<file path="src/pkg/spirp_params.svh">
`ifndef SPIRP_PARAMS_SVH
`define SPIRP_PARAMS_SVH
`define SPIRP_NUM_REGS 15
`define SPIRP_LAST_ADDR 7'h0E
`define SPIRP_ADDR_STATUS 7'h00
`define SPIRP_ADDR_PWR 7'h02
`define SPIRP_ADDR_ID 7'h0E
`define SPIRP_BIT_FRESET 0
`define SPIRP_STATUS_MASK 8'h27
`define SPIRP_DEF_01 8'h04
`define SPIRP_DEF_02 8'h06
`define SPIRP_DEF_03 8'h06
`define SPIRP_DEF_04 8'h07
`define SPIRP_DEF_05 8'h11
`define SPIRP_DEF_06 8'h08
`define SPIRP_DEF_07 8'hFA
`define SPIRP_DEF_08 8'h3F
`define SPIRP_DEF_09 8'hFF
`define SPIRP_DEF_0A 8'hF0
`define SPIRP_DEF_0B 8'hF9
`define SPIRP_DEF_0C 8'h4F
`define SPIRP_DEF_0D 8'hE4
`endif

</file>
<file path="src/pkg/spirp_pkg.sv">
package spirp_pkg;
  typedef enum logic [2:0] {
    SPIRP_IDLE = 3'b001,
    SPIRP_CMD  = 3'b010,
    SPIRP_DATA = 3'b100
  } spirp_state_e;
endpackage

</file>
<file path="src/verilog/spirp_port.sv">
`timescale 1ns/1ns
`default_nettype none
`include "spirp_params.svh"

// Notes on behaviour
// - Serial traffic is taken only while chip select is low; a high chip select ends the burst.
// - Input data is sampled on rising serial clock edges, most significant bit first.
// - The data output is released whenever chip select is high or no read data is being returned.
// - The map holds fifteen byte-wide registers.
// - The command byte carries a seven-bit address above a read (1) or write (0) bit.
// - Bytes after the command carry data for the addressed register, from the master on write.
// - Each further data byte goes to the next register address.
// - The pointer wraps from fourteen to zero.
// - A read command enables the output driver and shifts registers out from the start address.
// - During a read burst the input data is ignored until chip select rises.
// - Each register is read-only or read-write and takes its default at reset.
// - Writing one to the forced-reset bit returns all registers to their defaults.
module spirp_port #(
  parameter logic [7:0] ID_CODE = 8'h5A  // Arbitrary identification value
) (
  // Clock and reset
  input  wire logic       CORE_CLK,
  input  wire logic       RESET,
  // Serial link
  input  wire logic       CS_N,
  input  wire logic       SCLK,
  input  wire logic       SDI,
  output logic            SDO,
  output logic            SDO_OE,
  // Status flags from the device core
  input  wire logic [7:0] STATUS_IN,
  // Register contents to the device core
  output logic [7:0]      REG_OUT [`SPIRP_NUM_REGS]
);

  // ==========================================================
  // Register map defaults
  // SCLK edges are found by oversampling, so each SCLK phase must last at least two clocks
  localparam logic [7:0] DEFS [`SPIRP_NUM_REGS] = '{
    8'h00,          // Status, read-only, not stored
    `SPIRP_DEF_01,
    `SPIRP_DEF_02,
    `SPIRP_DEF_03,
    `SPIRP_DEF_04,
    `SPIRP_DEF_05,
    `SPIRP_DEF_06,
    `SPIRP_DEF_07,
    `SPIRP_DEF_08,
    `SPIRP_DEF_09,
    `SPIRP_DEF_0A,
    `SPIRP_DEF_0B,
    `SPIRP_DEF_0C,
    `SPIRP_DEF_0D,
    8'h00           // Identification, read-only, not stored
  };

  typedef struct packed {
    logic [2:0]            cs_sy;
    logic [2:0]            sck_sy;
    logic [2:0]            sdi_sy;
    logic                  cs_q;
    logic                  sck_q;
    spirp_pkg::spirp_state_e st;
    logic [2:0]            bit_cnt;
    logic [7:0]            shin;
    logic [7:0]            shout;
    logic [6:0]            ptr;
    logic                  rd;
    logic [14:0][7:0]      regs;
    logic [7:0]            stat;
    logic                  sdo;
    logic                  oe;
  } spirp_state_s;

  spirp_state_s s_r;
  spirp_state_s s_nxt;

  // ==========================================================
  // Helpers
  function automatic logic [6:0] spirp_inc(input logic [6:0] a);
    if (a >= `SPIRP_LAST_ADDR)
      spirp_inc = 7'h00;
    else
      spirp_inc = 7'(a + 7'h01);
  endfunction

  // Status and identification bytes are read-only
  function automatic logic spirp_wr_ok(input logic [6:0] a);
    spirp_wr_ok = (a != `SPIRP_ADDR_STATUS) && (a < `SPIRP_LAST_ADDR);
  endfunction

  function automatic logic [7:0] spirp_rd(input spirp_state_s s, input logic [6:0] a);
    if (a == `SPIRP_ADDR_STATUS)
      spirp_rd = s.stat & `SPIRP_STATUS_MASK;
    else if (a == `SPIRP_ADDR_ID)
      spirp_rd = ID_CODE;
    else if (a < 7'(`SPIRP_NUM_REGS))
      spirp_rd = s.regs[a[3:0]];
    else
      spirp_rd = 8'h00;
  endfunction

  // ==========================================================
  // Next state
  logic       cs_low;
  logic       sck_rise;
  logic       sck_fall;
  logic [7:0] byte_in;

  always_comb begin
    s_nxt = s_r;
    // Synchronise the pins; a chip select or serial clock change counts once the last two stages agree
    s_nxt.cs_sy  = {s_r.cs_sy[1:0], CS_N};
    s_nxt.sck_sy = {s_r.sck_sy[1:0], SCLK};
    s_nxt.sdi_sy = {s_r.sdi_sy[1:0], SDI};
    s_nxt.stat   = STATUS_IN;
    if (s_r.cs_sy[2] == s_r.cs_sy[1])
      s_nxt.cs_q = s_r.cs_sy[2];
    if (s_r.sck_sy[2] == s_r.sck_sy[1])
      s_nxt.sck_q = s_r.sck_sy[2];
    // Edge detection on the filtered serial clock
    cs_low   = !s_nxt.cs_q;
    sck_rise = s_nxt.sck_q && !s_r.sck_q;
    sck_fall = !s_nxt.sck_q && s_r.sck_q;
    byte_in  = {s_r.shin[6:0], s_r.sdi_sy[2]};
    if (!cs_low) begin
      // Chip select high ends the burst and releases the data line
      s_nxt.st      = spirp_pkg::SPIRP_IDLE;
      s_nxt.bit_cnt = 3'h0;
      s_nxt.rd      = 1'b0;
      s_nxt.oe      = 1'b0;
      s_nxt.sdo     = 1'b0;
    end else begin
      case (s_r.st)
        // Burst opened: wait for the command byte
        spirp_pkg::SPIRP_IDLE: begin
          s_nxt.st      = spirp_pkg::SPIRP_CMD;
          s_nxt.bit_cnt = 3'h0;
        end
        // Shift in address and direction
        spirp_pkg::SPIRP_CMD: begin
          if (sck_rise) begin
            s_nxt.shin    = byte_in;
            s_nxt.bit_cnt = 3'(s_r.bit_cnt + 3'h1);
            if (s_r.bit_cnt == 3'h7) begin
              s_nxt.ptr = byte_in[7:1];
              s_nxt.rd  = byte_in[0];
              s_nxt.st  = spirp_pkg::SPIRP_DATA;
              // Preload the first read byte while the command completes
              if (byte_in[0])
                s_nxt.shout = spirp_rd(s_r, byte_in[7:1]);
            end
          end
        end
        // Data bytes, one register each
        spirp_pkg::SPIRP_DATA: begin
          if (s_r.rd) begin
            if (sck_fall) begin
              s_nxt.oe      = 1'b1;
              s_nxt.sdo     = s_r.shout[7];
              s_nxt.shout   = {s_r.shout[6:0], 1'b0};
            end
            if (sck_rise) begin
              s_nxt.bit_cnt = 3'(s_r.bit_cnt + 3'h1);
              if (s_r.bit_cnt == 3'h7) begin
                s_nxt.ptr   = spirp_inc(s_r.ptr);
                s_nxt.shout = spirp_rd(s_r, spirp_inc(s_r.ptr));
              end
            end
          end else if (sck_rise) begin
            s_nxt.shin    = byte_in;
            s_nxt.bit_cnt = 3'(s_r.bit_cnt + 3'h1);
            // Commit only once all eight bits are in
            if (s_r.bit_cnt == 3'h7) begin
              s_nxt.ptr = spirp_inc(s_r.ptr);
              if (spirp_wr_ok(s_r.ptr))
                s_nxt.regs[s_r.ptr[3:0]] = byte_in;
              if (s_r.ptr == `SPIRP_ADDR_PWR && byte_in[`SPIRP_BIT_FRESET]) begin
                for (int i = 0; i < `SPIRP_NUM_REGS; i++) begin
                  s_nxt.regs[i] = DEFS[i];
                end
              end
            end
          end
        end
        default: s_nxt.st = spirp_pkg::SPIRP_IDLE;
      endcase
    end
  end

  // ==========================================================
  // State register
  always_ff @(posedge CORE_CLK or posedge RESET) begin
    if (RESET) begin
      s_r        <= '0;
      s_r.cs_sy  <= 3'h7;
      s_r.cs_q   <= 1'b1;
      s_r.st     <= spirp_pkg::SPIRP_IDLE;
      for (int i = 0; i < `SPIRP_NUM_REGS; i++)
        s_r.regs[i] <= DEFS[i];
    end else begin
      s_r <= s_nxt;
    end
  end

  // ==========================================================
  // Outputs
  // Data output and its enable come straight from flip-flops
  assign SDO    = s_r.sdo;
  assign SDO_OE = s_r.oe;

  // ==========================================================
  // Register contents
  genvar g;
  generate
    for (g = 0; g < `SPIRP_NUM_REGS; g++) begin : g_out
      assign REG_OUT[g] = s_r.regs[g];
    end
  endgenerate

endmodule
`default_nettype wire

</file>
<file path="config.mk">
export PLATFORM = sky130hd
export DESIGN_NAME = spirp_port
export DESIGN_NICKNAME = d
export VERILOG_FILES = /design/src/pkg/spirp_pkg.sv /design/src/verilog/spirp_port.sv
export VERILOG_INCLUDE_DIRS = /design/src /design/src/pkg
export SDC_FILE = /design/constraint.sdc
export NUM_CORES = 1
export LEC_CHECK = 0
export CAP_MARGIN = 20
export CORE_MARGIN = 2
export CORE_UTILIZATION = 60
export CTS_BUF_LIST = sky130_fd_sc_hd__clkbuf_8
export DETAILED_ROUTE_END_ITERATION = 12
export DONT_BUFFER_PORTS = 1
export PLACE_DENSITY = 0.77
export SKIP_CTS_REPAIR_TIMING = 1
export SYNTH_ARGS = -nofsm -noshare
export SYNTH_HDL_FRONTEND = slang
export SYNTH_SLANG_ARGS = --single-unit
</file>
<file path="constraint.sdc">
create_clock -name CORE_CLK -period 13.5 [get_ports CORE_CLK]
set_clock_uncertainty 0.2 [all_clocks]
set_input_delay 1.35 -clock CORE_CLK [delete_from_list [all_inputs] [get_ports CORE_CLK]]
set_output_delay 1.35 -clock CORE_CLK [all_outputs]
set_load 0.01 [all_outputs]
</file>
==> out/qor.yml, run 1 <==
clock_tree:
  clkTransAtPathRegs_ps: 100
  clock_latency_ps: 480
  cts.path.max_buffers: 2
  cts-root-buf: "clkbuf_8"
  cts-htree-levels: 4
  cts_tree: "done"
  clkSinkCount: 166
  numCtsBuffers: 17
floorplan:
  num_io_pins: 135
  initial_core_util_pct: 61.2
  num_rows: 47
  fp.dieH_um: 134
  die-area_sq_um: 17900
  chipWidth_um: 134
  core_area_sq_um: 16500
layout:
  fill_cells: 1395
  final_cell_area_sq_um: 9690
  multi_input_area_sq_um: 4610
  finalNonFillerCells: 1128
  layout.nets: 913
  fin_util_pct: 58.6
  seqCellArea_sq_um: 4220
  area_delta_synth_final_pct: -4.12
  layout-drive-gt1-share_pct: 17.0
  final_cell_mix: "nand2_1 (138), dfrtp_1 (110), a21oi_1 (64)"
  final_common_cell: "nand2_1"
worst_setup_path:
  end_kind: "register"
  worstPathRequired_ps: 13720
  critical_path_class: "reg2reg"
  reg2reg_from: "s_r[131]$_DFFE_PP0P_"
  crit_family: "simple AND/OR/NAND/NOR gates"
  path_buf_inv: 2
  slowest_stage: "nor2_1"
  critPathMaxFanout: 33
  crit_chain: "buf_4, inv_1, ha_1, nand3_1, nor2_1, o21ai_1, nor2_1, nand3_1, o22a_1"
  slowest_delay_ps: 850
  crit_path_start: "s_r[131]$_DFFE_PP0P_"
  arrival_ps: 4860
  cp-start-kind: "register"
yosys:
  muxShareOfSynthArea_pct: 9.50
  ys.flop_type: "dfrtp_1"
  synth_xor_area_share_pct: 0.0867
  yosysSeqAreaShare_pct: 41.8
  synth_nets: 1067
  synth_area_leaders: "dfrtp_1 (27%), dfstp_2 (14%), buf_4 (9.2%)"
  synthSimpleGateAreaFrac_pct: 14.1
  async_flop_share_pct: 100
  synth_cells: 1048
  synthAdderAreaFrac_pct: 0.953
  yosysTopAreaCellShare_pct: 27.5
  syn_area_per_cell_sq_um: 9.64
  synth_compound_area_share_pct: 21.0
  synth_top_family_by_area: "compound AO/OA/AOI/OAI gates"
  yosys.area.top_type: "dfrtp_1"
  syn_area_sq_um: 10100
  synth_cell_types: 76
  synth_warnings: 0
  synth_edf_count: 0
  ys_ff_latch: 166
route:
  drtIter0Drc: 1063
  drtAntennaViolNets: 0
  drcViolationCount: 0
  dr.pass1.iters: 8
  wirelength_um: 32600
  avgRoutedWirePerCell_um: 28.9
  vias: 8151
  routed_via_density: 7.23
placed_design:
  gp_congestion: 0.986
  placedCellCount: 1095
  dpl-instance-area_sq_um: 9270
  port_buffers: 0
  place_ws_ps: 9160
  dp_hpwl_um: 22300
global_routing:
  antenna_found_initial: 1
  gr-usage-all-layers_pct: 36.9
  grt-ovfl-total: 0
  grt_pass1_wl_um: 49100
  grt_max_degree: 110
  grt_pass1_vias: 7701
sta:
  rsz0062_at_grt: "no"
  min_period_over_period_pct: 34.4
  hold_violations: 0
  fin_ws_ps: 8850
  tightest_slew_ps: 1130
  holdWs_ps: 160
  post-route-min-period_ps: 4650
  setup_violations: 0
  max_slew_margin_pct: 24.5
  slew_violations: 0
  setup_tns_ps: 0
  fmax_mhz: 215
worst_hold_path:
  min-delay-path-class: "reg2reg"
  hold_start: "s_nxt[169]$_DFF_PP1_"
power:
  internal_power_mw: 0.750
  seq_power_share_pct: 50.3
  power_density_nw_per_um2: 109
  switching_share_pct: 29.2
  p_leak_nw: 3.80
  power_switching_mw: 0.308
  combPwrFrac_pct: 13.0
  clockPowerShare_pct: 36.6
  p_total_mw: 1.06
  ir_drop_mv: 0.0828
status:
  outcome: "complete, no violations"
job:
  max_cap_viol_count: 0
==> cells by family after synthesis <==
group                      after synthesis
DFF                                    166
and+or+nand+nor                        294
muxes                                   74
buffers and inverters                  203
xor gates and xnor gates                 1
adders and majority gates                8
AOI/OAI and AO/OA                      302
==> metal layers <==
layer | routed length [um] | global-route usage (%) | up-vias
met2 | 14100 | 53.3 | 634
met1 | 12400 | 50.5 | 3978
li1 | - | - | 3410
met4 | 1620 | 16.5 | 0
met3 | 4510 | 12.6 | 129
met5 | 0 | 0 | -
==> final cells by class <==
cell class	instances	area share, %
tap	220	2.84
sequential	166	43.6
clock buffer	17	2.41
inverter	17	0.710
clock inverter	15	1.85
timing repair buffer	13	1.01
multi-input combinational	679	47.6
antenna	1	0.0258
==> synth_stat cells (4+ instances only) <==
cell type    n
a211oi_1    15
a21oi_1     64
a221oi_1    11
a22o_1      45
a31oi_1     17
and2_1      14
and3_1       5
buf_1        5
buf_2       20
buf_4      124
clkbuf_1    34
dfrtp_1    111
dfstp_2     55
ha_1         6
inv_1       15
mux2_2      15
mux2i_1     43
mux4_2      16
nand2_1    138
nand2b_1     4
nand3_1     19
nor2_1      43
nor2b_1     20
nor3_1      18
o2111ai_1    4
o21ai_0     47
o21ai_1      5
o221ai_1    11
o22a_1      26
o22ai_1     14
o31ai_1      8
==> registers in the layout, summed over array words and instances, names as in the netlist <==
signal / cells
s_nxt: 6
SDO_OE: 1
s_r: 30
byte_in: 8
SDO: 1
REG_OUT: 120
==> power groups by stage <==
stage	clock network, mW	logic, mW	registers (mW)
6_report	0.388	0.138	0.532
3_5_place_dp	0	0.136	0.541
3_3_place_gp	0	0.134	0.541
2_1_floorplan	0	0.108	0.536
5_1_grt	0.406	0.149	0.535
4_1_cts	0.388	0.136	0.532
==> final timing paths <==
check                                            to  slack, ps  cells past startpoint
max                         REG_OUT[44]$_DFFE_PP1P_       8850                      9
min                            s_nxt[170]$_DFF_PP1_        160                      0
max reg2reg                 REG_OUT[44]$_DFFE_PP1P_       8850                      9
min reg2reg                    s_nxt[170]$_DFF_PP1_        160                      0
max in group asynchronous  REG_OUT[108]$_DFFE_PP0P_      11050                      2
min in group asynchronous  REG_OUT[117]$_DFFE_PP0P_        710                      1
Power figures use the tool's default switching activity.
==> inputs of run 2 (changes only) <==
Clock period 13.5 ns to 4.46 ns, I/O delays scaled along.
==> run 2 against run 1 <==
Non-clock buffer count up 18. Largest cell class unchanged. Via count rose by 0.13%. Sequential power rose to 3.1 times the previous value. Final area up 1.9%. Total power grew to 3.1 times the previous value. First-iteration DRC count increased by 22%.
==> out/qor.yml, run 2 (synthesized netlist as in run 1, its figures left out) <==
worst_setup_path:
  r2r_slack_ps: 650  # -8210 ps
  arrival_ps: 4010  # -850 ps
  slowest_delay_ps: 690  # -160 ps
  reg2regPathDepth: 8  # -1
  crit_family: "compound AO/OA/AOI/OAI gates"
  end_kind: "register"
  slowest_stage: "ha_1"
  path_buf_inv: 2  # unchanged
  crit_path_start: "s_r[132]$_DFFE_PP0P_"
  worstPathRequired_ps: 4660  # -9060 ps
  critPathMaxFanout: 16  # -52%
  cp.depth: 8  # -1
  cp-start-kind: "register"
  endpoint: "s_r[139]$_DFFE_PP0P_"
  reg2reg_to: "s_r[139]$_DFFE_PP0P_"
  crit_top_cell: "nand3_1"
  reg2reg_from: "s_r[132]$_DFFE_PP0P_"
  critical_path_class: "reg2reg"
  crit_chain: "inv_1, ha_1, nand3_1, buf_4, o31ai_1, a21oi_1, o32a_1, nand3_1"
layout:
  insertedDiodeCount: 0  # -1
  largest_register_ffs: 120  # unchanged
  final_cell_mix: "nand2_1 (138), dfrtp_1 (110), a21oi_1 (64)"
  area_delta_synth_final_pct: -2.32
  layout-drive-gt1-share_pct: 17.7  # +0.75 points
  final_common_cell: "nand2_1"
  layout.nets: 931  # +2.0%
floorplan:
  initial_core_util_pct: 61.2  # unchanged
  die-area_sq_um: 17900  # unchanged
  num_io_pins: 135  # unchanged
  chipWidth_um: 134  # unchanged
  fp.dieH_um: 134  # unchanged
  core_area_sq_um: 16500  # unchanged
  num_rows: 47  # unchanged
sta:
  min_period_over_period_pct: 85.5  # +51 points
  setup_tns_ps: 0  # unchanged
  max_slew_margin_pct: 29.0  # +4.5 points
  setup_violations: 0  # unchanged
  slew_violations: 0  # unchanged
  post-route-min-period_ps: 3810  # -834 ps
  fmax_mhz: 262  # +22%
  tightest_slew_ps: 1070  # -66.8 ps
  rsz0062_at_grt: "no"
  holdWs_ps: 158  # -1.17 ps
  hold_violations: 0  # unchanged
route:
  drcViolationCount: 0  # unchanged
  dr.pass1.iters: 8  # unchanged
  drtAntennaViolNets: 0  # unchanged
  wirelength_um: 32000  # -1.7%
  drtIter0Drc: 1300  # +22%
  routed_via_density: 7.13  # -1.4%
  avgRoutedWirePerCell_um: 28.0  # -3.1%
  vias: 8162  # +0.13%
power:
  seq_power_share_pct: 51.1  # +0.8 points
  ir_drop_mv: 0.388  # +370%
  power_density_nw_per_um2: 327  # +200%
  combPwrFrac_pct: 12.1  # -0.9 points
  clockPowerShare_pct: 36.8  # +0.2 points
  switching_share_pct: 28.3  # -0.90 points
  power_switching_mw: 0.912  # +200%
  p_leak_nw: 3.90  # +2.8%
  internal_power_mw: 2.32  # +210%
global_routing:
  grt_pass1_wl_um: 48900  # -0.39%
  antenna_found_initial: 0  # -1
  grt_pass1_vias: 7662  # -0.51%
  gr-usage-all-layers_pct: 36.5  # -0.33 points
  grt-ovfl-total: 0  # unchanged
  grt_max_degree: 167  # +52%
status:
  outcome: "complete, no violations"
clock_tree:
  numCtsBuffers: 17  # unchanged
  cts_tree: "done"
  clkTransAtPathRegs_ps: 90  # about the same
  cts.path.max_buffers: 2  # unchanged
  clock_latency_ps: 470  # about the same
  clkSinkCount: 166  # unchanged
  cts-root-buf: "clkbuf_8"
  cts-htree-levels: 4  # unchanged
placed_design:
  dp_hpwl_um: 22500  # +0.77%
  gp_congestion: 1.07  # +8.4%
  port_buffers: 0  # unchanged
worst_hold_path:
  min-delay-path-class: "reg2reg"
  min_path_cells: 0  # unchanged
job:
  max_cap_viol_count: 0  # unchanged
## run 2: metal layers
layer	GRT usage [%]	vias to the layer above	part of all wire (%)
met4	17.3	0	4.9
met3	10.8	122	13
met5	0	-	0
met1	51.3	3962	39
met2	52.2	643	43
li1	-	3435	-
## run 2: worst min path at each step
stage               slack, ps                    to            startpoint
floorplan                 130  byte_in[0]$_DFF_PP0_  s_nxt[164]$_DFF_PP0_
global route              170  s_nxt[170]$_DFF_PP1_  s_nxt[169]$_DFF_PP1_
detailed placement        140  s_nxt[164]$_DFF_PP0_  s_nxt[163]$_DFF_PP0_
finish                    160  s_nxt[164]$_DFF_PP0_  s_nxt[163]$_DFF_PP0_
CTS                      -260  s_nxt[169]$_DFF_PP1_                  CS_N
global placement          140  s_nxt[167]$_DFF_PP0_  s_nxt[166]$_DFF_PP0_
## run 2: final cells by class
type	count	area, sq um
fillers	1434	6650
multi-input cells	679	4610
flip-flops and latches	166	4220
well taps	220	275
repair buffers	31	265
clock buffers	19	262
clock inverters	13	170
inverters	17	67.6
## run 2: power groups by stage
stage	registers (mW)	clock network (mW)	logic [mW]
after CTS	1.65	1.20	0.374
final	1.65	1.19	0.390
after floorplan	1.62	0	0.329
after detailed placement	1.68	0	0.374
after global placement	1.67	0	0.369
after global routing	1.66	1.26	0.417
## run 2: through the flow
stage	worst slack [ps]	total power, mW	cells	util (%)	cell area (sq um)
final	648	3.23	1145	59.7	9870
after CTS	848	3.22	1137	59.3	9790
after global placement	888	2.04	1105	56.6	9360
after detailed placement	866	2.05	1105	56.6	9360
after floorplan	1430	1.95	1048	-	10100
after global routing	546	3.34	1145	59.7	9870
==> inputs of run 3 (changes only) <==
Settings changed: GPL_TIMING_DRIVEN set to 0.
==> run 3 against run 2 <==
Utilization increased by 6.2 points. First-iteration DRC count up 0.69%. Die area unchanged. Global-route usage increased by 7.1 points. Total power shrank 1.7%. Largest cell class unchanged.
==> out/qor.yml, run 3 (synthesized netlist as in run 1, its figures left out) <==
global_routing:
  grt_max_degree: 45  # -73%
  grt_pass1_vias: 8672  # +13%
  top_usage_layer: "met2"
  grt_pass1_wl_um: 56200  # +15%
  antenna_found_initial: 0  # unchanged
  use_met2_pct: 63.2  # +11 points
  use_met1_pct: 58.6  # +7.4 points
  use_met3_pct: 13.8  # +2.9 points
  grt-ovfl-total: 0  # unchanged
  gr-usage-all-layers_pct: 43.6  # +7.1 points
sta:
  min_period_over_period_pct: 99.8  # +14 points
  tightest_slew_ps: 1120  # +57.2 ps
  post-route-min-period_ps: 4450  # +641 ps
  max_slew_margin_pct: 25.2  # -3.8 points
  rsz0062_at_grt: "no"
  setup_violations: 0  # unchanged
  slew_violations: 0  # unchanged
  fmax_mhz: 225  # -14%
  hold_violations: 0  # unchanged
layout:
  largest_register_ffs: 120  # unchanged
  area_delta_synth_final_pct: 7.84
  final_cell_mix: "nand2_1 (138), buf_4 (124), dfrtp_1 (111)"
  final_common_cell: "nand2_1"
  fill_cells: 1380  # -3.8%
  fin_util_pct: 65.9  # +6.2 points
  final_cell_area_sq_um: 10900  # +10%
  layout.nets: 1097  # +18%
  insertedDiodeCount: 0  # unchanged
  layout-drive-gt1-share_pct: 26.7  # +8.9 points
worst_hold_path:
  min-delay-path-class: "reg2reg"
clock_tree:
  clkSinkCount: 166  # unchanged
  numCtsBuffers: 17  # unchanged
  cts-htree-levels: 4  # unchanged
  cts-root-buf: "clkbuf_8"
  clock_latency_ps: 480  # about the same
  cts.path.max_buffers: 2  # unchanged
  clkTransAtPathRegs_ps: 90  # about the same
  cts_tree: "done"
placed_design:
  gp_congestion: 1.09  # +1.9%
  dp_hpwl_um: 28000  # +24%
  port_buffers: 0  # unchanged
  dpl-instance-area_sq_um: 10400  # +12%
power:
  p_leak_nw: 4.63  # +19%
  seq_power_share_pct: 50.7  # -0.4 points
  ir_drop_mv: 0.297  # -23%
  clockPowerShare_pct: 33.6  # -3.2 points
  switching_share_pct: 30.9  # +2.7 points
  power_density_nw_per_um2: 291  # -11%
  power_switching_mw: 0.981  # +7.5%
  internal_power_mw: 2.19  # -5.3%
  combPwrFrac_pct: 15.6  # +3.5 points
route:
  avgRoutedWirePerCell_um: 29.7  # +6.2%
  vias: 9177  # +12%
  drtIter0Drc: 1309  # +0.69%
  drcViolationCount: 0  # unchanged
  routed_via_density: 7.00  # -1.8%
  dr.pass1.iters: 7  # -1
  wirelength_um: 38900  # +22%
  drtAntennaViolNets: 0  # unchanged
worst_setup_path:
  slowest_delay_ps: 720  # +30 ps
  end_kind: "register"
  critPathMaxFanout: 11  # -5
  cp-start-kind: "register"
  worstPathRequired_ps: 4620  # -40 ps
  slowest_stage: "nor3_4"
  crit_chain: "inv_1, clkbuf_2, ha_1, clkbuf_1, o211a_1, nor3_4, mux2_2, o221ai_1, o31ai_1, a311oi_1, nor2_1"
  critical_path_class: "reg2reg"
  arrival_ps: 4620  # +610 ps
floorplan:
  initial_core_util_pct: 61.2  # unchanged
  chipWidth_um: 134  # unchanged
  num_rows: 47  # unchanged
  die-area_sq_um: 17900  # unchanged
  num_io_pins: 135  # unchanged
  core_area_sq_um: 16500  # unchanged
  fp.dieH_um: 134  # unchanged
status:
  outcome: "complete, no violations"
job:
  max_cap_viol_count: 0  # unchanged
-- run 3: cell type report --
type	count	area, sq um	share of cell area, %
multi-input cells	679	4610	42.3
flip-flops and latches	166	4220	38.7
plain buffers	186	1210	11.1
well taps	220	275	2.53
clock buffers	18	248	2.27
repair buffers	11	140	1.29
clock inverters	14	123	1.13
inverters	17	67.6	0.620
-- run 3: metrics by stage --
step / setup slack [ps] / hold slack, ps / TNS, ps / instances / total power [mW]
2_1_floorplan: 1430 / 131 / 0 / 1048 / 1.95
3_3_place_gp: -39.3 / 137 / -39.3 / 1268 / 2.10
3_5_place_dp: -73.4 / 138 / -73.4 / 1271 / 2.10
4_1_cts: -71.4 / -246 / -71.4 / 1303 / 3.14
5_1_grt: 50.7 / 163 / 0 / 1311 / 3.25
6_report: 6.85 / 160 / 0 / 1311 / 3.17
-- run 3: final timing paths --
check                                     start                  endpoint  slack [ps]  cells past startpoint
max                        s_r[131]$_DFFE_PP0P_      s_r[140]$_DFFE_PP0P_           7                     11
min                        s_nxt[164]$_DFF_PP0_      byte_in[0]$_DFF_PP0_         160                      0
max reg2reg                s_r[131]$_DFFE_PP0P_      s_r[140]$_DFFE_PP0P_           7                     11
min reg2reg                s_nxt[164]$_DFF_PP0_      byte_in[0]$_DFF_PP0_         160                      0
max in group asynchronous                 RESET   REG_OUT[49]$_DFFE_PP1P_        2570                      4
min in group asynchronous                 RESET  REG_OUT[107]$_DFFE_PP0P_         430                      2
-- run 3: routing by layer --
| layer | part of all wire, % | vias to the layer above |
|---|---|---|
| met5 | 0 | - |
| met4 | 6.1 | 0 |
| met3 | 13 | 168 |
| met2 | 43 | 816 |
| met1 | 38 | 4425 |
| li1 | - | 3768 |
-- run 3: power groups by stage --
stage / logic (mW) / registers (mW) / clock network [mW]
floorplan: 0.329 / 1.62 / 0
global placement: 0.462 / 1.63 / 0
detailed placement: 0.467 / 1.64 / 0
CTS: 0.470 / 1.61 / 1.06
global route: 0.513 / 1.62 / 1.12
finish: 0.496 / 1.61 / 1.07
-- run 3: worst max-delay path, delay by kind of cell (launching register included) --
kind | cells | cell delay (ps)
compound gates | 4 | 1160
fa+ha+maj | 1 | 290
flops | 1 | 470
buf+inv | 3 | 950
mux | 1 | 440
simple gates | 2 | 800
